**src/tsrc_defs.svh**
```systemverilog
// Constants for the temperature sensor register core and its host controller.
// Assumes inclusion by bare name from the package and from both ends.
`ifndef TSRC_DEFS_SVH
`define TSRC_DEFS_SVH
`define TSRC_PTR_TEMP 3'h0
`define TSRC_PTR_CFG 3'h1
`define TSRC_PTR_HYST 3'h2
`define TSRC_PTR_OVER 3'h3
`define TSRC_PTR_SHOT 3'h4
`define TSRC_RST_TEMP 16'h0000
`define TSRC_RST_CFG 8'h00
`define TSRC_RST_HYST 16'h4b00
`define TSRC_RST_OVER 16'h5000
`define TSRC_CFG_SHUT 0
`define TSRC_CFG_INT 1
`define TSRC_CFG_POL 2
`define TSRC_CFG_FQLO 3
`define TSRC_CFG_FQHI 4
`define TSRC_CFG_SHOT 5
`define TSRC_CFG_WMASK 8'h3f
`define TSRC_LOW_MASK 16'hfff0
`define TSRC_CONV_MS 60
`define TSRC_CLK_KHZ 100000
`define TSRC_APB_CTRL 12'h000
`define TSRC_APB_WDATA 12'h004
`define TSRC_APB_STAT 12'h008
`define TSRC_APB_RDATA 12'h00c
`define TSRC_CTL_PTRW 8
`define TSRC_CTL_REGW 9
`define TSRC_CTL_REGR 10
`define TSRC_CTL_WIDE 11
`endif

```
**src/tsrc_if.sv**
```systemverilog
// Register link between the host controller and the sensor core.
// Assumes one clock shared by both ends.
`timescale 1ns/10ps
interface tsrc_if;
    logic [7:0] ptrValue;
    logic ptrWrite;
    logic [15:0] wrData;
    logic wrTwoBytes;
    logic regWrite;
    logic regRead;
    logic [15:0] rdData;
    logic rdValid;
    modport device (input ptrValue, ptrWrite, wrData, wrTwoBytes, regWrite, regRead,
        output rdData, rdValid);
    modport host (output ptrValue, ptrWrite, wrData, wrTwoBytes, regWrite, regRead,
        input rdData, rdValid);
endinterface

```
**src/tsrc_fault_queue.sv**
```systemverilog
// Consecutive fault counter for the alert path.
// Assumes resultValid pulses once per completed conversion.
`timescale 1ns/10ps
`include "tsrc_defs.svh"
module tsrc_fault_queue (
    // Clock and reset.
    input wire logic sys_clk,
    input wire logic rst,
    // Conversion outcome.
    input wire logic resultValid,
    input wire logic isFault,
    input wire logic [1:0] queueSel,
    // Run complete.
    output logic tripped
);
    typedef struct packed {logic [2:0] count;} tsrc_fq_t;
    tsrc_fq_t st, next_st;
    logic [2:0] need;
    always_comb begin
        case (queueSel)
            2'h0: need = 3'h1;
            2'h1: need = 3'h2;
            2'h2: need = 3'h4;
            default: need = 3'h6;
        endcase
        next_st = st;
        if (resultValid) begin
            if (!isFault) begin
                next_st.count = 3'h0;
            end else if (st.count < need) begin
                next_st.count = st.count + 3'h1;
            end else begin
                next_st.count = need;
            end
        end
    end
    assign tripped = (st.count >= need);
    always_ff @(posedge sys_clk or posedge rst) begin
        if (rst) begin
            st <= '0;
        end else begin
            st <= next_st;
        end
    end
endmodule

```
**src/tsrc_device.sv**
```systemverilog
// Sensor register core: pointer, registers, conversion timing and alert.
// Assumes a converter answering convStart with convDone and a 12-bit code.
//
// Added by the designer: the APB register port, which sits in tsrc_host; this core has only the register link.
`timescale 1ns/10ps
`include "tsrc_defs.svh"
module tsrc_device #(
    parameter int CONV_CYCLES = `TSRC_CONV_MS * `TSRC_CLK_KHZ
) (
    // Clock and reset.
    input wire logic sys_clk,
    input wire logic rst,
    // Register link.
    tsrc_if.device link,
    // Converter.
    output logic convStart,
    input wire logic convDone,
    input wire logic [11:0] convCode,
    // Alert pin, open drain.
    input wire logic alertIn,
    output logic limitAlertOut,
    output logic limitAlertOe,
    // Power state.
    output logic poweredDown
);
    typedef struct packed {
        logic [2:0] ptr;
        logic [15:0] temp;
        logic [7:0] cfg;
        logic [15:0] hyst;
        logic [15:0] over;
        logic [31:0] timer;
        logic busy;
        logic shotPending;
        logic alert;
        logic [15:0] rdData;
        logic rdValid;
        logic convStart;
        logic pinLow;
        logic down;
    } tsrc_dev_t;
    tsrc_dev_t st, next_st;
    logic tripped;
    logic resultValid;
    logic isFault;
    logic [15:0] newTemp;

    function automatic logic sge(input logic [15:0] a, input logic [15:0] b);
        sge = $signed(a) >= $signed(b);
    endfunction

    assign newTemp = {convCode, 4'h0};
    assign resultValid = convDone && st.busy;
    assign isFault = sge(newTemp, st.over);

    tsrc_fault_queue tsrc_fault_queue_inst (
        .sys_clk(sys_clk),
        .rst(rst),
        .resultValid(resultValid),
        .isFault(isFault),
        .queueSel(st.cfg[`TSRC_CFG_FQHI:`TSRC_CFG_FQLO]),
        .tripped(tripped)
    );

    always_comb begin
        next_st = st;
        next_st.rdValid = 1'b0;
        next_st.convStart = 1'b0;
        if (link.ptrWrite) begin
            next_st.ptr = link.ptrValue[2:0];
            if (link.ptrValue[2:0] == `TSRC_PTR_SHOT) begin
                next_st.shotPending = 1'b1;
            end
        end
        if (link.regWrite) begin
            case (st.ptr)
                `TSRC_PTR_CFG: next_st.cfg = link.wrData[15:8] & `TSRC_CFG_WMASK;
                `TSRC_PTR_HYST: next_st.hyst = link.wrData & `TSRC_LOW_MASK;
                `TSRC_PTR_OVER: next_st.over = link.wrData & `TSRC_LOW_MASK;
                `TSRC_PTR_SHOT: next_st.shotPending = 1'b1;
                default: next_st.temp = st.temp;
            endcase
        end
        if (link.regRead) begin
            next_st.rdValid = 1'b1;
            case (st.ptr)
                `TSRC_PTR_TEMP: next_st.rdData = st.temp;
                `TSRC_PTR_CFG: next_st.rdData = {st.cfg, 8'h00};
                `TSRC_PTR_HYST: next_st.rdData = st.hyst;
                `TSRC_PTR_OVER: next_st.rdData = st.over;
                default: next_st.rdData = 16'h0000;
            endcase
            if (st.cfg[`TSRC_CFG_INT] && !tripped && !isFault) begin
                next_st.alert = 1'b0;
            end
        end
        next_st.down = st.cfg[`TSRC_CFG_SHUT] || st.cfg[`TSRC_CFG_SHOT];
        if (!st.busy) begin
            if (st.cfg[`TSRC_CFG_SHUT] && !st.cfg[`TSRC_CFG_SHOT]) begin
                next_st.timer = '0;
            end else if (st.cfg[`TSRC_CFG_SHOT]) begin
                if (st.shotPending) begin
                    next_st.shotPending = 1'b0;
                    next_st.busy = 1'b1;
                    next_st.convStart = 1'b1;
                    next_st.down = 1'b0;
                end
            end else if (st.timer >= 32'(CONV_CYCLES - 1)) begin
                next_st.timer = '0;
                next_st.busy = 1'b1;
                next_st.convStart = 1'b1;
            end else begin
                next_st.timer = st.timer + 32'h1;
            end
        end else begin
            next_st.down = 1'b0;
            if (!st.cfg[`TSRC_CFG_SHOT]) begin
                next_st.timer = st.timer + 32'h1;
            end
        end
        if (resultValid) begin
            next_st.busy = 1'b0;
            next_st.temp = newTemp;
            if (!sge(newTemp, st.hyst) && !st.cfg[`TSRC_CFG_INT]) begin
                next_st.alert = 1'b0;
            end
        end
        // The queue still shows the old run in the cycle a good result clears it.
        if (tripped && !(resultValid && !isFault)) begin
            next_st.alert = 1'b1;
        end
        next_st.pinLow = st.cfg[`TSRC_CFG_POL] ? !next_st.alert : next_st.alert;
    end

    always_ff @(posedge sys_clk or posedge rst) begin
        if (rst) begin
            st <= '0;
            st.temp <= `TSRC_RST_TEMP;
            st.cfg <= `TSRC_RST_CFG;
            st.hyst <= `TSRC_RST_HYST;
            st.over <= `TSRC_RST_OVER;
        end else begin
            st <= next_st;
        end
    end

    assign link.rdData = st.rdData;
    assign link.rdValid = st.rdValid;
    assign convStart = st.convStart;
    assign limitAlertOut = 1'b0;
    assign limitAlertOe = st.pinLow;
    assign poweredDown = st.down;
endmodule

```
**src/flat_wrapper.sv**
```systemverilog
// flat-port wrapper written by rule: the top's interface ports become plain ports
module tsrc_device_flat 
#(
    parameter int CONV_CYCLES = `TSRC_CONV_MS * `TSRC_CLK_KHZ
)
  (sys_clk, rst, convStart, convDone, convCode, alertIn, limitAlertOut, limitAlertOe, poweredDown, link_ptrValue, link_ptrWrite, link_wrData, link_wrTwoBytes, link_regWrite, link_regRead, link_rdData, link_rdValid);
  tsrc_if link_i ();
  input wire logic sys_clk;
  input wire logic rst;
  output logic convStart;
  input wire logic convDone;
  input wire logic [11:0] convCode;
  input wire logic alertIn;
  output logic limitAlertOut;
  output logic limitAlertOe;
  output logic poweredDown;
  input wire logic [$bits(link_i.ptrValue)-1:0] link_ptrValue;
  input wire logic [$bits(link_i.ptrWrite)-1:0] link_ptrWrite;
  input wire logic [$bits(link_i.wrData)-1:0] link_wrData;
  input wire logic [$bits(link_i.wrTwoBytes)-1:0] link_wrTwoBytes;
  input wire logic [$bits(link_i.regWrite)-1:0] link_regWrite;
  input wire logic [$bits(link_i.regRead)-1:0] link_regRead;
  output wire logic [$bits(link_i.rdData)-1:0] link_rdData;
  output wire logic [$bits(link_i.rdValid)-1:0] link_rdValid;
  assign link_i.ptrValue = link_ptrValue;
  assign link_i.ptrWrite = link_ptrWrite;
  assign link_i.wrData = link_wrData;
  assign link_i.wrTwoBytes = link_wrTwoBytes;
  assign link_i.regWrite = link_regWrite;
  assign link_i.regRead = link_regRead;
  assign link_rdData = link_i.rdData;
  assign link_rdValid = link_i.rdValid;
  tsrc_device #(.CONV_CYCLES(CONV_CYCLES)) u_core (.sys_clk(sys_clk), .rst(rst), .link(link_i), .convStart(convStart), .convDone(convDone), .convCode(convCode), .alertIn(alertIn), .limitAlertOut(limitAlertOut), .limitAlertOe(limitAlertOe), .poweredDown(poweredDown));
endmodule
```
**config.mk**
```make
export PLATFORM = sky130hd
export DESIGN_NAME = tsrc_device_flat
export DESIGN_NICKNAME = d
export VERILOG_FILES = /design/src/tsrc_if.sv /design/src/tsrc_fault_queue.sv /design/src/tsrc_device.sv /design/src/flat_wrapper.sv
export VERILOG_INCLUDE_DIRS = /design/src
export SDC_FILE = /design/constraint.sdc
export NUM_CORES = 1
export LEC_CHECK = 0
export ABC_AREA = 1
export CAP_MARGIN = 20
export CORE_ASPECT_RATIO = 1.5
export CORE_MARGIN = 2
export CORE_UTILIZATION = 55
export DETAILED_ROUTE_END_ITERATION = 8
export DONT_BUFFER_PORTS = 1
export GPL_TIMING_DRIVEN = 0
export PLACE_DENSITY_LB_ADDON = 0.1
export SLEW_MARGIN = 20
export SYNTH_ARGS = -nofsm -noshare
export SYNTH_HDL_FRONTEND = slang
export SYNTH_SLANG_ARGS = --single-unit
```
**constraint.sdc**
```tcl
create_clock -name sys_clk -period 3.75 [get_ports sys_clk]
set_clock_uncertainty 0.1 [all_clocks]
set_input_delay 0.5625 -clock sys_clk [delete_from_list [all_inputs] [get_ports sys_clk]]
set_output_delay 0.5625 -clock sys_clk [all_outputs]
set_load 0.005 [all_outputs]
```
* Word-level counts from Yosys, hierarchy flattened
Cells that the tools add are included.
Word-level totals: flip-flop bits (word level) 107, logic and storage cells 87, output and inout port bits 21, bits of input ports 44
Operators by class: eq/ne operators 9, add/sub/neg operators 2, magnitude comparators 5, mux-type cells 35, reduce and logical (&&, ||, !) cells 21
Operators by type and width (count):
- two-way mux 32 bit | 5
- case mux 16 bit (4 select lines) | 1
- adder 32 x 1 -> 32 bit, second input constant | 1
- >= comparator 16 bit | 2
- >= comparator 32 x 23 -> 1 bit, second input constant | 1
- two-way mux 1 bit | 21
- two-way mux 18 bit | 1
- two-way mux 16 bit | 1
- case mux 3 bit (3 select lines) | 1
- AND reduction 2 bit | 4
- logical AND 1 bit | 7
- zero test 1 bit | 7
- equality test 3 x 2 -> 1 bit, second input constant | 2
- equality test 3 bit, second input constant | 2
- two-way mux 2 bit | 3
- two-way mux 3 bit | 2
- inequality test 2 bit, second input constant | 2
- adder 3 x 1 -> 3 bit, second input constant | 1
- equality test 3 x 1 -> 1 bit, second input constant | 1
- >= comparator 3 bit | 1
- zero test 3 bit | 1
- less-than comparator 3 bit | 1
- equality test 2 x 1 -> 1 bit, second input constant | 1
- equality test 2 bit, second input constant | 1
- 2 further kinds | 2

* Logic depth before layout (Yosys ltp)
depth after elaboration 13, depth in mapped cells 17, gate-level depth less buffers 17

* Cells and area by module
From an unflattened synthesis, not the netlist that was laid out.
Unflattened totals: cells, all modules 774, area, all modules 5866.9 um2
By module, submodules not included:
- tsrc_device | area an instance 5576.6 um2, sequential area each 2409.8 um2, cells each 732, instances 1
- tsrc_fault_queue | area an instance 290.3 um2, sequential area each 75.1 um2, cells each 42, instances 1

* Least setup slack after synthesis
OpenSTA, ideal clock, no wires.
path type input -> register, from input port convCode[11], to register u_core.st, in the netlist u_core.limitAlertOe, stages on the path 10, setup slack 1.887 ns, arrival 1.646 ns, library setup time 0.116 ns, required time 3.534 ns, path buffers 0, cell sequence ha_1 > a21o_1 > nor2_1 > nand3_1 > nand2_1 > nand4_1 > nand2_1 > nand2_1 > nand2_1 > nand2_1
RTL lines:
- from (decl) | line flat_wrapper.sv:12 | input wire logic [11:0] convCode;
- to (signal assigned) | line tsrc_device.sv:143 | st <= next_st;
- to (decl) | line tsrc_device.sv:42 | tsrc_dev_t st, next_st;

* Final worst setup path
from register u_core.st[113] (netlist name), to register u_core.st[89] (netlist name)
Between the ends: longest elaborated chain between the ends 2
RTL lines:
- equality test 3 x 1 -> 1 bit | line tsrc_device.sv:76 | case (st.ptr)
- AND reduction 2 bit (no source line)
No other way between the ends. A chain may end at the register's enable or synchronous reset.

==> impl_summary.md <==
Routing
The count of nets left with antenna violations once routing finished came out at 0. The total number of vias is 4,833. For this block, the routed nets add up to 14.27 mm of wire.

The routed length per placed instance is 15.68 um. The pre-antenna-repair detailed-routing pass consisted of 5 iterations. The DRC violation count after routing is 0.

In this run, the number of DRC markers left after iteration 0 of detailed routing was 226. In the routed layout, each cell is associated on average with a via count of 5.311.

Worst setup path
The biggest cell delay along the critical path is 0.90 ns. The total number of cells along the worst setup path is 5. In this run the critical register-to-register path is captured at u_core.st[89]. The critical path is of the flop to flop type. The worst register-to-register path begins at u_core.st[113]. The critical path launch point type is a flop. The worst-case reg-to-reg path depth is 5. The worst setup path is captured at a flop.

The cell type with the highest occurrence count on the critical path is nand2_1. The biggest fanout along the worst timing path is 10. Counting both buffers and inverters, the worst setup path holds a total of 1.

The family of cells with the greatest summed delay on the critical path is simple AND/OR/NAND/NOR gates. The data required time at the worst endpoint is 3.86 ns. The last element of the critical path is u_core.st[89].

The data arrival time of the critical path is 2.43 ns. In this run the worst setup path begins at u_core.st[113]. The critical path goes through nor3_1 > nand2_1 > clkbuf_1 > nand2_1 > o21ai_0. The standard cell with the maximum stage delay on the critical path is nor3_1. The slack of the worst reg-to-reg path is 1.43 ns.

Job
The tool flagged a number of max-cap violations equal to 0.

STA
The worst-case setup margin in the final layout is 1.427 ns. The final setup violation count is 0. The number of hold violations in the final report came to 0.

The remaining max-slew budget at the tightest pin is 0.2689. Setup repair after global routing left no endpoint under its margin. The shortest clock period the worst path allows after layout is 2.323 ns. The final count of pins violating max slew was 0. The maximum clock frequency is 430.5 MHz. For the pin with the worst max-slew slack, the measured transition is 1.088 ns. The share of the clock period used by the worst path after layout is 0.6194.

Floorplan
65 I/O pins were placed. The number of standard-cell rows in the floorplan is 46. The die area is 11,510 um2. The x dimension of the die is 88.28 um. The core region is 10,480 um2. The die extent in y is 130.4 um. For this configuration, the core starts out at a cell density of 0.5594.

Global routing
The number of global-route vias before repair was 5,011. Entering global routing, the biggest net connects 69 pins. The first-pass GRT wire length is 23.26 mm. In the global route stage, overall resource usage came out at 0.2654.

The leftover overflow at the end of global routing is 0. The number of antenna violations at the first check in global routing is 0.

Power
Power spread over the standard cell area amounts to 548.5 nW/um2. In this run the static leakage power is 3.336 nW. The overall power of the completed layout is 3.525 mW. The maximum VDD drop is 314.8 uV.

Cells and area
The non-filler instance count after layout is 910. In the final layout, the multi-input gates occupy 2705 um2. The filler cell count in the final layout is 965. Of the cells placed in the final design, the portion with a size suffix greater than 1 is 0.1279.

The layout-stage area growth over the synthesis result is 9.673%. Summing all flip-flop and latch instances after layout gives 2485 um2. The final net count is 834. The count of antenna diodes in the layout is 0.

Placement
The final HPWL from detailed placement is 11.29 mm. The minimum setup slack after placement is 1.470 ns. The number of placed instances with taps included is 893. The congestion estimate from routability-driven global placement came to 0.9268. Port buffering added 0 buffers.

Run status
The run finished with clean final reports.

Logic synthesis
The most common cell in the synthesized netlist is nand2_1. In this run, synthesis produced a sequential element count of 99. Summing every instance area after synthesis gives 5859 um2. The synthesized area per cell is 7.875 um2. The area fraction of the dominant cell type after synthesis is 0.3972. The largest area contributor in the synthesized netlist is dfrtp_1. Yosys mapped a number of flops with a built-in enable equal to 0. After synthesis, the most frequently instantiated cells are nand2_1 (209), inv_1 (108), dfrtp_1 (93), o21ai_0 (46), nand3_1 (39).

Ranked by total cell area, the synthesized netlist is headed by dfrtp_1 (40%), nand2_1 (13%), inv_1 (6.9%). Counting flops with an async set or reset pin after synthesis yields a share of 1.000. The number of standard cells after synthesis is 744.

The primary flip-flop cell chosen by synthesis mapping is dfrtp_1. After synthesis, the netlist uses 45 different library cells. The sequential fraction of the synthesis area is 0.4241. The count of warnings emitted by yosys is 0.

Clock tree
The clock reaches the later pin of the worst-skew pair after 0.35 ns. CTS saw 99 sinks. The count of cells resized by post-cts repair is 0. After clock tree synthesis, the flow added hold-fix buffers numbering 1. The clock tree from TritonCTS is built. The deepest level of the CTS H-tree is 3. The root buffer cell chosen for the clock tree is clkbuf_16. The clock slew at the register clock pins of the worst setup and hold paths is 0.06 ns. The number of setup buffers added after CTS is 0. In this run, CTS created clock tree buffers numbering 9.

The longest clock path from root to sink contains 2 buffers.

Hold path
The class of the tightest hold or removal check is primary input to flop.
==> how the worst min path moves through the flow <==
stage	start	to	slack, ns	cells past startpoint
2_1_floorplan	u_core.st[100]	u_core.st[100]	0.35	2
3_3_place_gp	u_core.st[100]	u_core.st[100]	0.36	2
3_5_place_dp	rst	u_core.link.rdData[7]	0.31	1
4_1_cts	link_regRead	u_core.link.rdValid	0.13	0
5_1_grt	link_regRead	u_core.link.rdValid	0.13	0
6_report	link_regRead	u_core.link.rdValid	0.15	0
==> flip-flops by register name (all words and copies together) (netlist names) <==
name,count
u_core.st,80
u_core.link.rdValid,1
u_core.limitAlertOe,1
u_core.poweredDown,1
u_core.tsrc_fault_queue_inst.st,3
u_core.convStart,1
u_core.link.rdData,12
==> routing by layer <==
layer | GRT usage | wire length [um]
met5 | 0 | 0
met4 | 0.1426 | 631
met3 | 0.03894 | 433
met2 | 0.4971 | 7911
met1 | 0.2788 | 5288
==> cells in the final DEF (no fill, tap or decap), types with 3 or more instances in the layout <==
cell type / n
o2111ai_1: 8
dfrtp_1: 93
o211ai_1: 5
nor2_1: 38
a21oi_1: 12
ha_1: 29
clkbuf_16: 9
buf_4: 17
nor2_2: 4
nor3_1: 11
nor2_4: 5
inv_1: 107
o21ai_0: 46
nand3_1: 39
inv_2: 18
xnor2_1: 4
dfstp_2: 6
nand3b_1: 4
nand4_1: 18
a21o_1: 3
xor2_1: 9
conb_1: 5
mux2_2: 12
nor3_2: 3
clkbuf_1: 14
nand2_1: 209
==> worst register-to-register path: cells and delay by family (launching register included) <==
kind            cells  cell delay [ns]
flops               1             0.43
buf+inv             1             0.32
compound gates      1             0.08
simple gates        3             1.25
==> through the flow <==
stage               hold WS (ns)  setup TNS [ns]  cell area, um2  utilization
floorplan                 0.3492               0            5874            -
global placement          0.3630          -51.01            6055       0.5780
detailed placement        0.3150               0            6087       0.5811
finish                    0.1470               0            6426       0.6135
global route              0.1325               0            6426       0.6135
CTS                       0.1320               0            6426       0.6135
==> report_power, final <==
group,internal [mW],switching (mW)
clock network,0.620,0.395
logic,0.390,0.587
registers,1.33,0.201
==> logic make-up (layout without fill, tap and decap cells) <==
logic type / Yosys count / count (layout) / synth area share
and+or+nand+nor: 347 / 347 / 0.2720
buffers and inverters: 161 / 179 / 0.1168
DFF: 99 / 99 / 0.4241
AOI/OAI and AO/OA: 82 / 82 / 0.08200
adders and majority gates: 29 / 29 / 0.06193
xor gates and xnor gates: 13 / 13 / 0.01943
muxes: 12 / 12 / 0.02306
other: 1 / 5 / 0.0006400
==> area by class of cell <==
cell class,instances,area share
multi-input cells,488,0.4209
flip-flops and latches,99,0.3867
inverters,129,0.07632
clock buffers,12,0.03991
plain buffers,32,0.03096
well taps,144,0.02804
clock inverters,4,0.01129
repair buffers,2,0.005841
Power figures use the tool's default switching activity.
